**config.mk**
```make
export PLATFORM = sky130hd
export DESIGN_NAME = usbplc_top
export DESIGN_NICKNAME = d
export VERILOG_FILES = /design/src/usbplc_pkg.sv /design/src/usbplc_access.sv /design/src/usbplc_port.sv /design/src/usbplc_top.sv
export VERILOG_INCLUDE_DIRS = /design/src
export SDC_FILE = /design/constraint.sdc
export NUM_CORES = 1
export LEC_CHECK = 0
export BUFFER_PORTS_ARGS = -buffer_cell sky130_fd_sc_hd__buf_2
export CAP_MARGIN = 20
export CORE_ASPECT_RATIO = 1.2
export CORE_MARGIN = 1
export CORE_UTILIZATION = 25
export CTS_CLUSTER_DIAMETER = 150
export CTS_CLUSTER_SIZE = 12
export DETAILED_ROUTE_END_ITERATION = 12
export RECOVER_POWER = 100
export SYNTH_ARGS = -nofsm -noshare
export SYNTH_HDL_FRONTEND = slang
export SYNTH_SLANG_ARGS = --single-unit
```
**constraint.sdc**
```tcl
create_clock -name clk -period 4.5 [get_ports clk]
set_input_delay 0 -clock clk [delete_from_list [all_inputs] [get_ports clk]]
set_output_delay 0 -clock clk [all_outputs]
set_load 0.005 [all_outputs]
```
**src/usbplc_params.svh**
```systemverilog
// usbplc register offsets, field positions, reset values
`ifndef USBPLC_PARAMS_SVH
`define USBPLC_PARAMS_SVH

// ------------------------------------------------------------
// register offsets
// ------------------------------------------------------------
`define USBPLC_OFF_ENG0 16'hC08A
`define USBPLC_OFF_ENG1 16'hC0AA

// ------------------------------------------------------------
// field positions
// ------------------------------------------------------------
`define USBPLC_B_B_DP 15
`define USBPLC_B_B_DM 14
`define USBPLC_B_A_DP 13
`define USBPLC_B_A_DM 12
`define USBPLC_B_B_SLOW 11
`define USBPLC_B_A_SLOW 10
`define USBPLC_B_HOST 9
`define USBPLC_B_B_RES 8
`define USBPLC_B_A_RES 7
`define USBPLC_B_B_FRC_HI 6
`define USBPLC_B_B_FRC_LO 5
`define USBPLC_B_A_FRC_HI 4
`define USBPLC_B_A_FRC_LO 3
`define USBPLC_B_SUSP 2
`define USBPLC_B_B_MARK 1
`define USBPLC_B_A_MARK 0
`define USBPLC_CTL_MSB 11

// ------------------------------------------------------------
// reset values and codes
// ------------------------------------------------------------
`define USBPLC_CTL_RST 12'h000
`define USBPLC_RDATA_RST 16'h0000
`define USBPLC_FRC_NORMAL 2'h0
`define USBPLC_FRC_SE0 2'h2
`define USBPLC_FRC_J 2'h1
`define USBPLC_FRC_K 2'h3

`endif

```
**src/usbplc_pkg.sv**
```systemverilog
// usbplc shared types
package usbplc_pkg;

  // live level of one port's data pair
  typedef struct packed {
    logic dp;
    logic dm;
  } usbplc_line_t;

  // one register access request
  typedef struct packed {
    logic wr;
    logic rd;
    logic [15:0] addr;
    logic [15:0] wdata;
  } usbplc_req_t;

  // registered read answer
  typedef struct packed {
    logic rvalid;
    logic miss;
    logic [15:0] rdata;
  } usbplc_resp_t;

  // per-port pin and control outputs
  typedef struct packed {
    logic pu_dp;
    logic pu_dm;
    logic pd_dp;
    logic pd_dm;
    logic drv_oe;
    logic drv_dp;
    logic drv_dm;
    logic sof_en;
    logic eop_en;
    logic active;
    logic suspend;
  } usbplc_port_out_t;

  // per-port settings taken from the control register and the port select input
  typedef struct packed {
    logic host;
    logic slow;
    logic res_en;
    logic [1:0] force_code;
    logic mark_en;
    logic suspend;
    logic selected;
  } usbplc_port_cfg_t;

endpackage

```
**src/usbplc_access.sv**
```systemverilog
// usbplc one register access path: decode and registered read
`timescale 1ns/1ps
`include "usbplc_params.svh"

module usbplc_access
  import usbplc_pkg::*;
#(
  parameter int NUM_ENG = 2
)
(
  input wire logic clk,
  input wire logic rst,
  input usbplc_req_t req,
  input wire logic [NUM_ENG-1:0][15:0] reg_val,
  output logic [NUM_ENG-1:0] wr_hit,
  output usbplc_resp_t resp
);

  localparam logic [1:0][15:0] OFFS = {`USBPLC_OFF_ENG1, `USBPLC_OFF_ENG0};

  typedef struct packed {
    usbplc_resp_t r;
  } usbplc_acc_state_t;

  usbplc_acc_state_t st_r;
  usbplc_acc_state_t st_nxt;
  logic [NUM_ENG-1:0] hit;

  // ------------------------------------------------------------
  // decode
  // ------------------------------------------------------------
  always_comb begin
    for (int i = 0; i < NUM_ENG; i++) begin
      hit[i] = (req.addr == OFFS[i]);
    end
  end

  assign wr_hit = hit & {NUM_ENG{req.wr}};

  // ------------------------------------------------------------
  // read answer, one cycle after the request
  // ------------------------------------------------------------
  always_comb begin
    st_nxt = '0;
    st_nxt.r.rvalid = req.rd;
    st_nxt.r.rdata = `USBPLC_RDATA_RST;
    // unmapped reads answer zero and flag a miss
    st_nxt.r.miss = req.rd & ~(|hit);
    for (int i = 0; i < NUM_ENG; i++) begin
      if (req.rd && hit[i]) begin
        st_nxt.r.rdata = reg_val[i];
      end
    end
  end

  always_ff @(posedge clk) begin
    if (rst) begin
      st_r <= '0;
    end else begin
      st_r <= st_nxt;
    end
  end

  assign resp = st_r.r;

endmodule

```
**src/usbplc_port.sv**
```systemverilog
// usbplc one port: termination, line force, frame marker enables
`timescale 1ns/1ps
`include "usbplc_params.svh"

module usbplc_port
  import usbplc_pkg::*;
(
  input wire logic clk,
  input wire logic rst,
  input usbplc_port_cfg_t cfg,
  output usbplc_port_out_t port_out
);

  typedef struct packed {
    usbplc_port_out_t o;
  } usbplc_port_state_t;

  usbplc_port_state_t st_r;
  usbplc_port_state_t st_nxt;

  // ------------------------------------------------------------
  // next state
  // ------------------------------------------------------------
  always_comb begin
    st_nxt = '0;
    // resistors: gate off all, host pulls both down, device one up
    if (cfg.res_en) begin
      if (cfg.host) begin
        st_nxt.o.pd_dp = 1'b1;
        st_nxt.o.pd_dm = 1'b1;
      end else if (cfg.slow) begin
        st_nxt.o.pu_dm = 1'b1;
      end else begin
        st_nxt.o.pu_dp = 1'b1;
      end
    end
    // line force ignores port selection; J/K polarity follows speed
    case (cfg.force_code)
      `USBPLC_FRC_SE0: begin
        st_nxt.o.drv_oe = 1'b1;
      end
      `USBPLC_FRC_J: begin
        st_nxt.o.drv_oe = 1'b1;
        st_nxt.o.drv_dp = ~cfg.slow;
        st_nxt.o.drv_dm = cfg.slow;
      end
      `USBPLC_FRC_K: begin
        st_nxt.o.drv_oe = 1'b1;
        st_nxt.o.drv_dp = cfg.slow;
        st_nxt.o.drv_dm = ~cfg.slow;
      end
      default: begin
        st_nxt.o.drv_oe = 1'b0;
      end
    endcase
    // device role serves only the selected port
    st_nxt.o.active = cfg.host | cfg.selected;
    // markers only in host role; kind follows speed
    if (cfg.host && cfg.mark_en) begin
      st_nxt.o.sof_en = ~cfg.slow;
      st_nxt.o.eop_en = cfg.slow;
    end
    st_nxt.o.suspend = cfg.suspend;
  end

  always_ff @(posedge clk) begin
    if (rst) begin
      st_r <= '0;
    end else begin
      st_r <= st_nxt;
    end
  end

  assign port_out = st_r.o;

endmodule

```
**src/usbplc_top.sv**
```systemverilog
// usbplc top: two engines' port control registers and port logic
//
// Operation
// two identical port control registers, one per engine, at 0xC08A/0xC0AA
// bits 15..12 read live levels of B D+, B D-, A D+, A D-
// bit 11 set gives port B low speed, clear gives full speed
// bit 10 set gives port A low speed, clear gives full speed
// bit 9 set gives host role, clear gives device role
// device role serves one port, chosen by the companion port select bit
// bit 8 clear turns off every port B pull-up and pull-down
// bit 7 clear turns off every port A pull-up and pull-down
// enabled host port pulls both data lines down, whatever speed
// enabled low-speed device port pulls only D- up
// enabled full-speed device port pulls only D+ up
// register read and written from internal and external processor ports
// force fields 6:5 B, 4:3 A: normal, SE0, J, K, selection-independent
// bit 2 suspends both transceivers; wakeup monitoring continues
// host bits 1/0 enable SOF (full speed) or EOP (low speed) markers
// reset clears control bits 11..0; status bits follow lines
// software sets speed and role before enabling resistors
`timescale 1ns/1ps
`include "usbplc_params.svh"

module usbplc_top
  import usbplc_pkg::*;
#(
  parameter int NUM_ENG = 2
)
(
  input wire logic clk,
  input wire logic rst,
  // internal processor register port
  input usbplc_req_t cpu_req,
  output usbplc_resp_t cpu_resp,
  // external_processor_port register access
  input usbplc_req_t ext_req,
  output usbplc_resp_t ext_resp,
  // per engine: port select from the companion count register, 1 = port B
  input wire logic [NUM_ENG-1:0] port_select,
  // live line levels, index [engine][0=A,1=B]
  input usbplc_line_t [NUM_ENG-1:0][1:0] line_in,
  // per-port pin controls, index [engine][0=A,1=B]
  output usbplc_port_out_t [NUM_ENG-1:0][1:0] port_out,
  // per engine role, 1 = host
  output logic [NUM_ENG-1:0] host_role
);

  localparam int CW = `USBPLC_CTL_MSB + 1;

  typedef struct packed {
    logic [NUM_ENG-1:0][CW-1:0] ctl;
    logic [NUM_ENG-1:0] host;
  } usbplc_top_state_t;

  usbplc_top_state_t st_r;
  usbplc_top_state_t st_nxt;

  logic [NUM_ENG-1:0] cpu_wr_hit;
  logic [NUM_ENG-1:0] ext_wr_hit;
  logic [NUM_ENG-1:0][15:0] reg_val;
  usbplc_port_cfg_t [NUM_ENG-1:0][1:0] cfg;

  // ------------------------------------------------------------
  // register access paths
  // ------------------------------------------------------------
  usbplc_access #(.NUM_ENG(NUM_ENG)) u_cpu_acc (
    .clk(clk),
    .rst(rst),
    .req(cpu_req),
    .reg_val(reg_val),
    .wr_hit(cpu_wr_hit),
    .resp(cpu_resp)
  );

  usbplc_access #(.NUM_ENG(NUM_ENG)) u_ext_acc (
    .clk(clk),
    .rst(rst),
    .req(ext_req),
    .reg_val(reg_val),
    .wr_hit(ext_wr_hit),
    .resp(ext_resp)
  );

  // ------------------------------------------------------------
  // read value: live line levels above the stored control bits
  // ------------------------------------------------------------
  always_comb begin
    for (int e = 0; e < NUM_ENG; e++) begin
      reg_val[e] = {line_in[e][1].dp, line_in[e][1].dm,
                    line_in[e][0].dp, line_in[e][0].dm,
                    st_r.ctl[e]};
    end
  end

  // ------------------------------------------------------------
  // control register update
  // ------------------------------------------------------------
  // status bits 15..12 are never stored, so writes to them fall away
  always_comb begin
    st_nxt = st_r;
    for (int e = 0; e < NUM_ENG; e++) begin
      // a same-cycle clash resolves to the internal processor
      if (cpu_wr_hit[e]) begin
        st_nxt.ctl[e] = cpu_req.wdata[CW-1:0];
      end else if (ext_wr_hit[e]) begin
        st_nxt.ctl[e] = ext_req.wdata[CW-1:0];
      end
      st_nxt.host[e] = st_nxt.ctl[e][`USBPLC_B_HOST];
    end
  end

  always_ff @(posedge clk) begin
    if (rst) begin
      for (int e = 0; e < NUM_ENG; e++) begin
        st_r.ctl[e] <= `USBPLC_CTL_RST;
      end
      st_r.host <= '0;
    end else begin
      st_r <= st_nxt;
    end
  end

  assign host_role = st_r.host;

  // ------------------------------------------------------------
  // per-port settings and port logic
  // ------------------------------------------------------------
  // termination follows the stored register, so an order of writes
  // that sets speed and role first never shows a wrong pull to the
  // cable; a single write changing all at once switches in one edge
  always_comb begin
    for (int e = 0; e < NUM_ENG; e++) begin
      cfg[e][0].host = st_r.ctl[e][`USBPLC_B_HOST];
      cfg[e][1].host = st_r.ctl[e][`USBPLC_B_HOST];
      cfg[e][0].slow = st_r.ctl[e][`USBPLC_B_A_SLOW];
      cfg[e][1].slow = st_r.ctl[e][`USBPLC_B_B_SLOW];
      cfg[e][0].res_en = st_r.ctl[e][`USBPLC_B_A_RES];
      cfg[e][1].res_en = st_r.ctl[e][`USBPLC_B_B_RES];
      cfg[e][0].force_code =
        st_r.ctl[e][`USBPLC_B_A_FRC_HI:`USBPLC_B_A_FRC_LO];
      cfg[e][1].force_code =
        st_r.ctl[e][`USBPLC_B_B_FRC_HI:`USBPLC_B_B_FRC_LO];
      cfg[e][0].mark_en = st_r.ctl[e][`USBPLC_B_A_MARK];
      cfg[e][1].mark_en = st_r.ctl[e][`USBPLC_B_B_MARK];
      cfg[e][0].suspend = st_r.ctl[e][`USBPLC_B_SUSP];
      cfg[e][1].suspend = st_r.ctl[e][`USBPLC_B_SUSP];
      cfg[e][0].selected = ~port_select[e];
      cfg[e][1].selected = port_select[e];
    end
  end

  for (genvar e = 0; e < NUM_ENG; e++) begin : g_eng
    for (genvar p = 0; p < 2; p++) begin : g_port
      usbplc_port u_port (
        .clk(clk),
        .rst(rst),
        .cfg(cfg[e][p]),
        .port_out(port_out[e][p])
      );
    end
  end

endmodule

```
==> results.ini <==
[synth]
syn_inst = 377
yosysSeqAreaShare_pct = 51.5
yosys-top-cells-area = dfxtp_1, mux2i_1, a221oi_1, a32oi_1, nor2_1
syn_area_sq_um = 3810
syn_area_per_cell_sq_um = 10.1
syn-num-nets = 457
yosys.cell_types.count = 32
synth_top_cell_area_share_pct = 51.5
ys_ff_latch = 98
yosysTopAreaCell = dfxtp_1
yosysWarnings = 0

[timing]
tns_ns = 0
period_needed_ns = 2.82
slew_viol_final = 69
tightest_slew_ns = 2.20
finClkSkew_ns = 0.00960
setup-violations-final = 0
slew_headroom_pct = -46.6
rsz0062_at_grt = no
hold_viol = 0
min_period_over_period_pct = 62.6
max_freq_mhz = 355

[routing]
num_vias = 3392
drtIter0Drc = 228
wl_mm = 11.7
wl_per_cell_um = 15.7
viasPerCell = 4.57
drc = 0
dr.pass1.iters = 4
antenna_left = 0

[worst_setup_path]
timing.rr.end = g_eng[0].g_port[0].u_port.port_out[2]$_SDFF_PP0_
critical_path.startpoint_type = input pin
worstPathRequired_ns = 4.60
critPathMaxStageDelay_ns = 1.09
cp_common_cell = and2_0
r2r_slack_ns = 3.27
worstPathArrival_ns = 2.92
worstPathCellList = clkbuf_1, and2_0, and2_0, a221oi_1
reg2reg_from = host_role[0]$_SDFFE_PP0P_
r2r_cells = 3
crit_path_top_delay_cell = clkbuf_1
crit_path_end_kind = register
critPathMaxFanout = 19
path_class = input pin to register

[global_routing]
antenna_found_initial = 2
grt_use_total_pct = 15.1
grt_pass1_vias = 3338
grt_pass1_wl_mm = 17.6
grt_max_degree = 49
gr-total-overflow = 0

[floorplanning]
core_region_area_sq_um = 15000
die_h_um = 137
rows = 49
die_area_sq_um = 15700
io-pin-count = 162
start_util_pct = 25.5
die_x_um = 115

[final_layout]
layoutNonFillerInstCount = 742
final_cell_mix = buf_2, dfxtp_1, nor2_1, clkbuf_1, mux2i_1
area_delta_synth_final_pct = 34.6
drive_gt1_share_pct = 25.4
final_common_cell = buf_2
fin_nets = 612

[clock_network]
cts_root_buffer = clkbuf_16
insertion_delay_ns = 0.35
cts_num_sinks = 98
cts_tree = done
cts_buffers = 9
clockBufferDepth = 2
htreeDepth = 3
post_cts_buffers = 0
cts.repair.resized = 0
path_clk_slew_ns = 0.07
postCtsHoldBufs = 28

[worst_hold_path]
hold_path.class = input pin to register
worstHoldStart = ext_req[11]
hold-path-endpoint = cfg[30]$_SDFFE_PP0P_
whs_path_depth = 3

[placed_design]
portBuffers = 153
gp_congestion = 0.757
placedCellCount = 697
place_hpwl_mm = 8.13

[job]
cap_violations = 2

[power]
p_leak_uw = 0.00217
peakVddDrop_mv = 0.124
powerDensity_nw_per_um2 = 337

[status]
status = complete, but fails checks
violations = max-capacitance violations, max-slew violations

[registers in the layout, indices dropped and copies added (netlist names)]
signal / flops
cfg: 23
u_ext_acc.resp: 18
g_eng.g_port.u_port.port_out: 38
u_cpu_acc.resp: 18
host_role: 1
[worst max-delay path: cells and delay by family]
kind,cells,cell delay [ns]
AO/OA/AOI/OAI,1,0.23
buffers and inverters,1,1.09
AND/OR/NAND/NOR,2,1.59
[power by group]
group | internal, uW | switching, uW
Combinational | 56.1 | 54.4
Clock | 427 | 321
Sequential | 871 | 0.936
Total | 1350 | 377
[Yosys cell counts]
| master | n |
|---|---|
| nor2b_1 | 5 |
| nor4_1 | 2 |
| nor2_1 | 54 |
| and2_1 | 7 |
| a32oi_1 | 24 |
| nand2b_1 | 1 |
| and4_1 | 1 |
| o21ai_2 | 3 |
| a21oi_1 | 2 |
| xnor2_1 | 4 |
| o21ai_0 | 6 |
| and3b_1 | 4 |
| and3_1 | 10 |
| nand2_1 | 12 |
| nor4_4 | 2 |
| buf_4 | 10 |
| buf_1 | 4 |
| and2b_1 | 1 |
| clkbuf_1 | 12 |
| o21ai_1 | 17 |
| or3b_2 | 1 |
| buf_2 | 8 |
| a221oi_1 | 24 |
| nand4bb_1 | 2 |
| dfxtp_1 | 98 |
| nor4bb_1 | 2 |
| nor3b_1 | 5 |
| mux2i_1 | 30 |
| buf_6 | 5 |
| or4b_4 | 3 |
| or4_4 | 2 |
| inv_1 | 16 |
[worst max-delay path by stage]
stage / slack [ns] / endpoint / start / cells past startpoint
after floorplan: 2.89 / cfg[10]$_SDFFE_PP0P_ / ext_req[24] / 5
after global placement: 2.35 / cfg[2]$_SDFFE_PP0P_ / ext_req[21] / 5
after detailed placement: 2.34 / cfg[4]$_SDFFE_PP0P_ / ext_req[21] / 5
after CTS: 2.71 / cfg[4]$_SDFFE_PP0P_ / ext_req[21] / 5
after global routing: 1.52 / cfg[22]$_SDFFE_PP0P_ / cpu_req[21] / 4
final: 1.68 / cfg[28]$_SDFFE_PP0P_ / cpu_req[21] / 4
[through the flow]
stage / util [%] / hold slack (ns) / power (uW) / instance area [sq um] / worst slack, ns
4_1_cts: 34.6 / 0.0635 / 1750 / 5180 / 2.71
3_5_place_dp: 30.9 / 0.200 / 981 / 4620 / 2.34
2_1_floorplan: - / 0.0903 / 936 / 3810 / 2.89
5_1_grt: 34.3 / 0.0780 / 1800 / 5120 / 1.52
3_3_place_gp: 30.9 / 0.197 / 978 / 4620 / 2.35
6_report: 34.3 / 0.0823 / 1730 / 5130 / 1.68
[area by class of cell]
class	instances	area, sq um
antenna	2	5.00
clock buffer	10	229
clock inverter	5	56.3
fill	1608	9830
inverter	16	60.1
multi-input combinational	224	1560
sequential	98	1960
tap	204	255
timing repair buffer	183	1000
[cell families after synthesis]
family	synth area share, %
DFF	51.5
xor gates and xnor gates	0.919
and+or+nand+nor	17.1
muxes	7.88
buffers and inverters	7.65
AOI/OAI and AO/OA	15.0
[metal layers]
layer  vias up  routed length [um]  global-route usage [%]
met2       142                5730                    26.8
met3        13                1050                    4.84
met5         -                  13                       0
li1       1652                   -                       -
met4         2                 126                    4.18
met1      1583                4750                    17.2
Power figures use the tool's default switching activity.
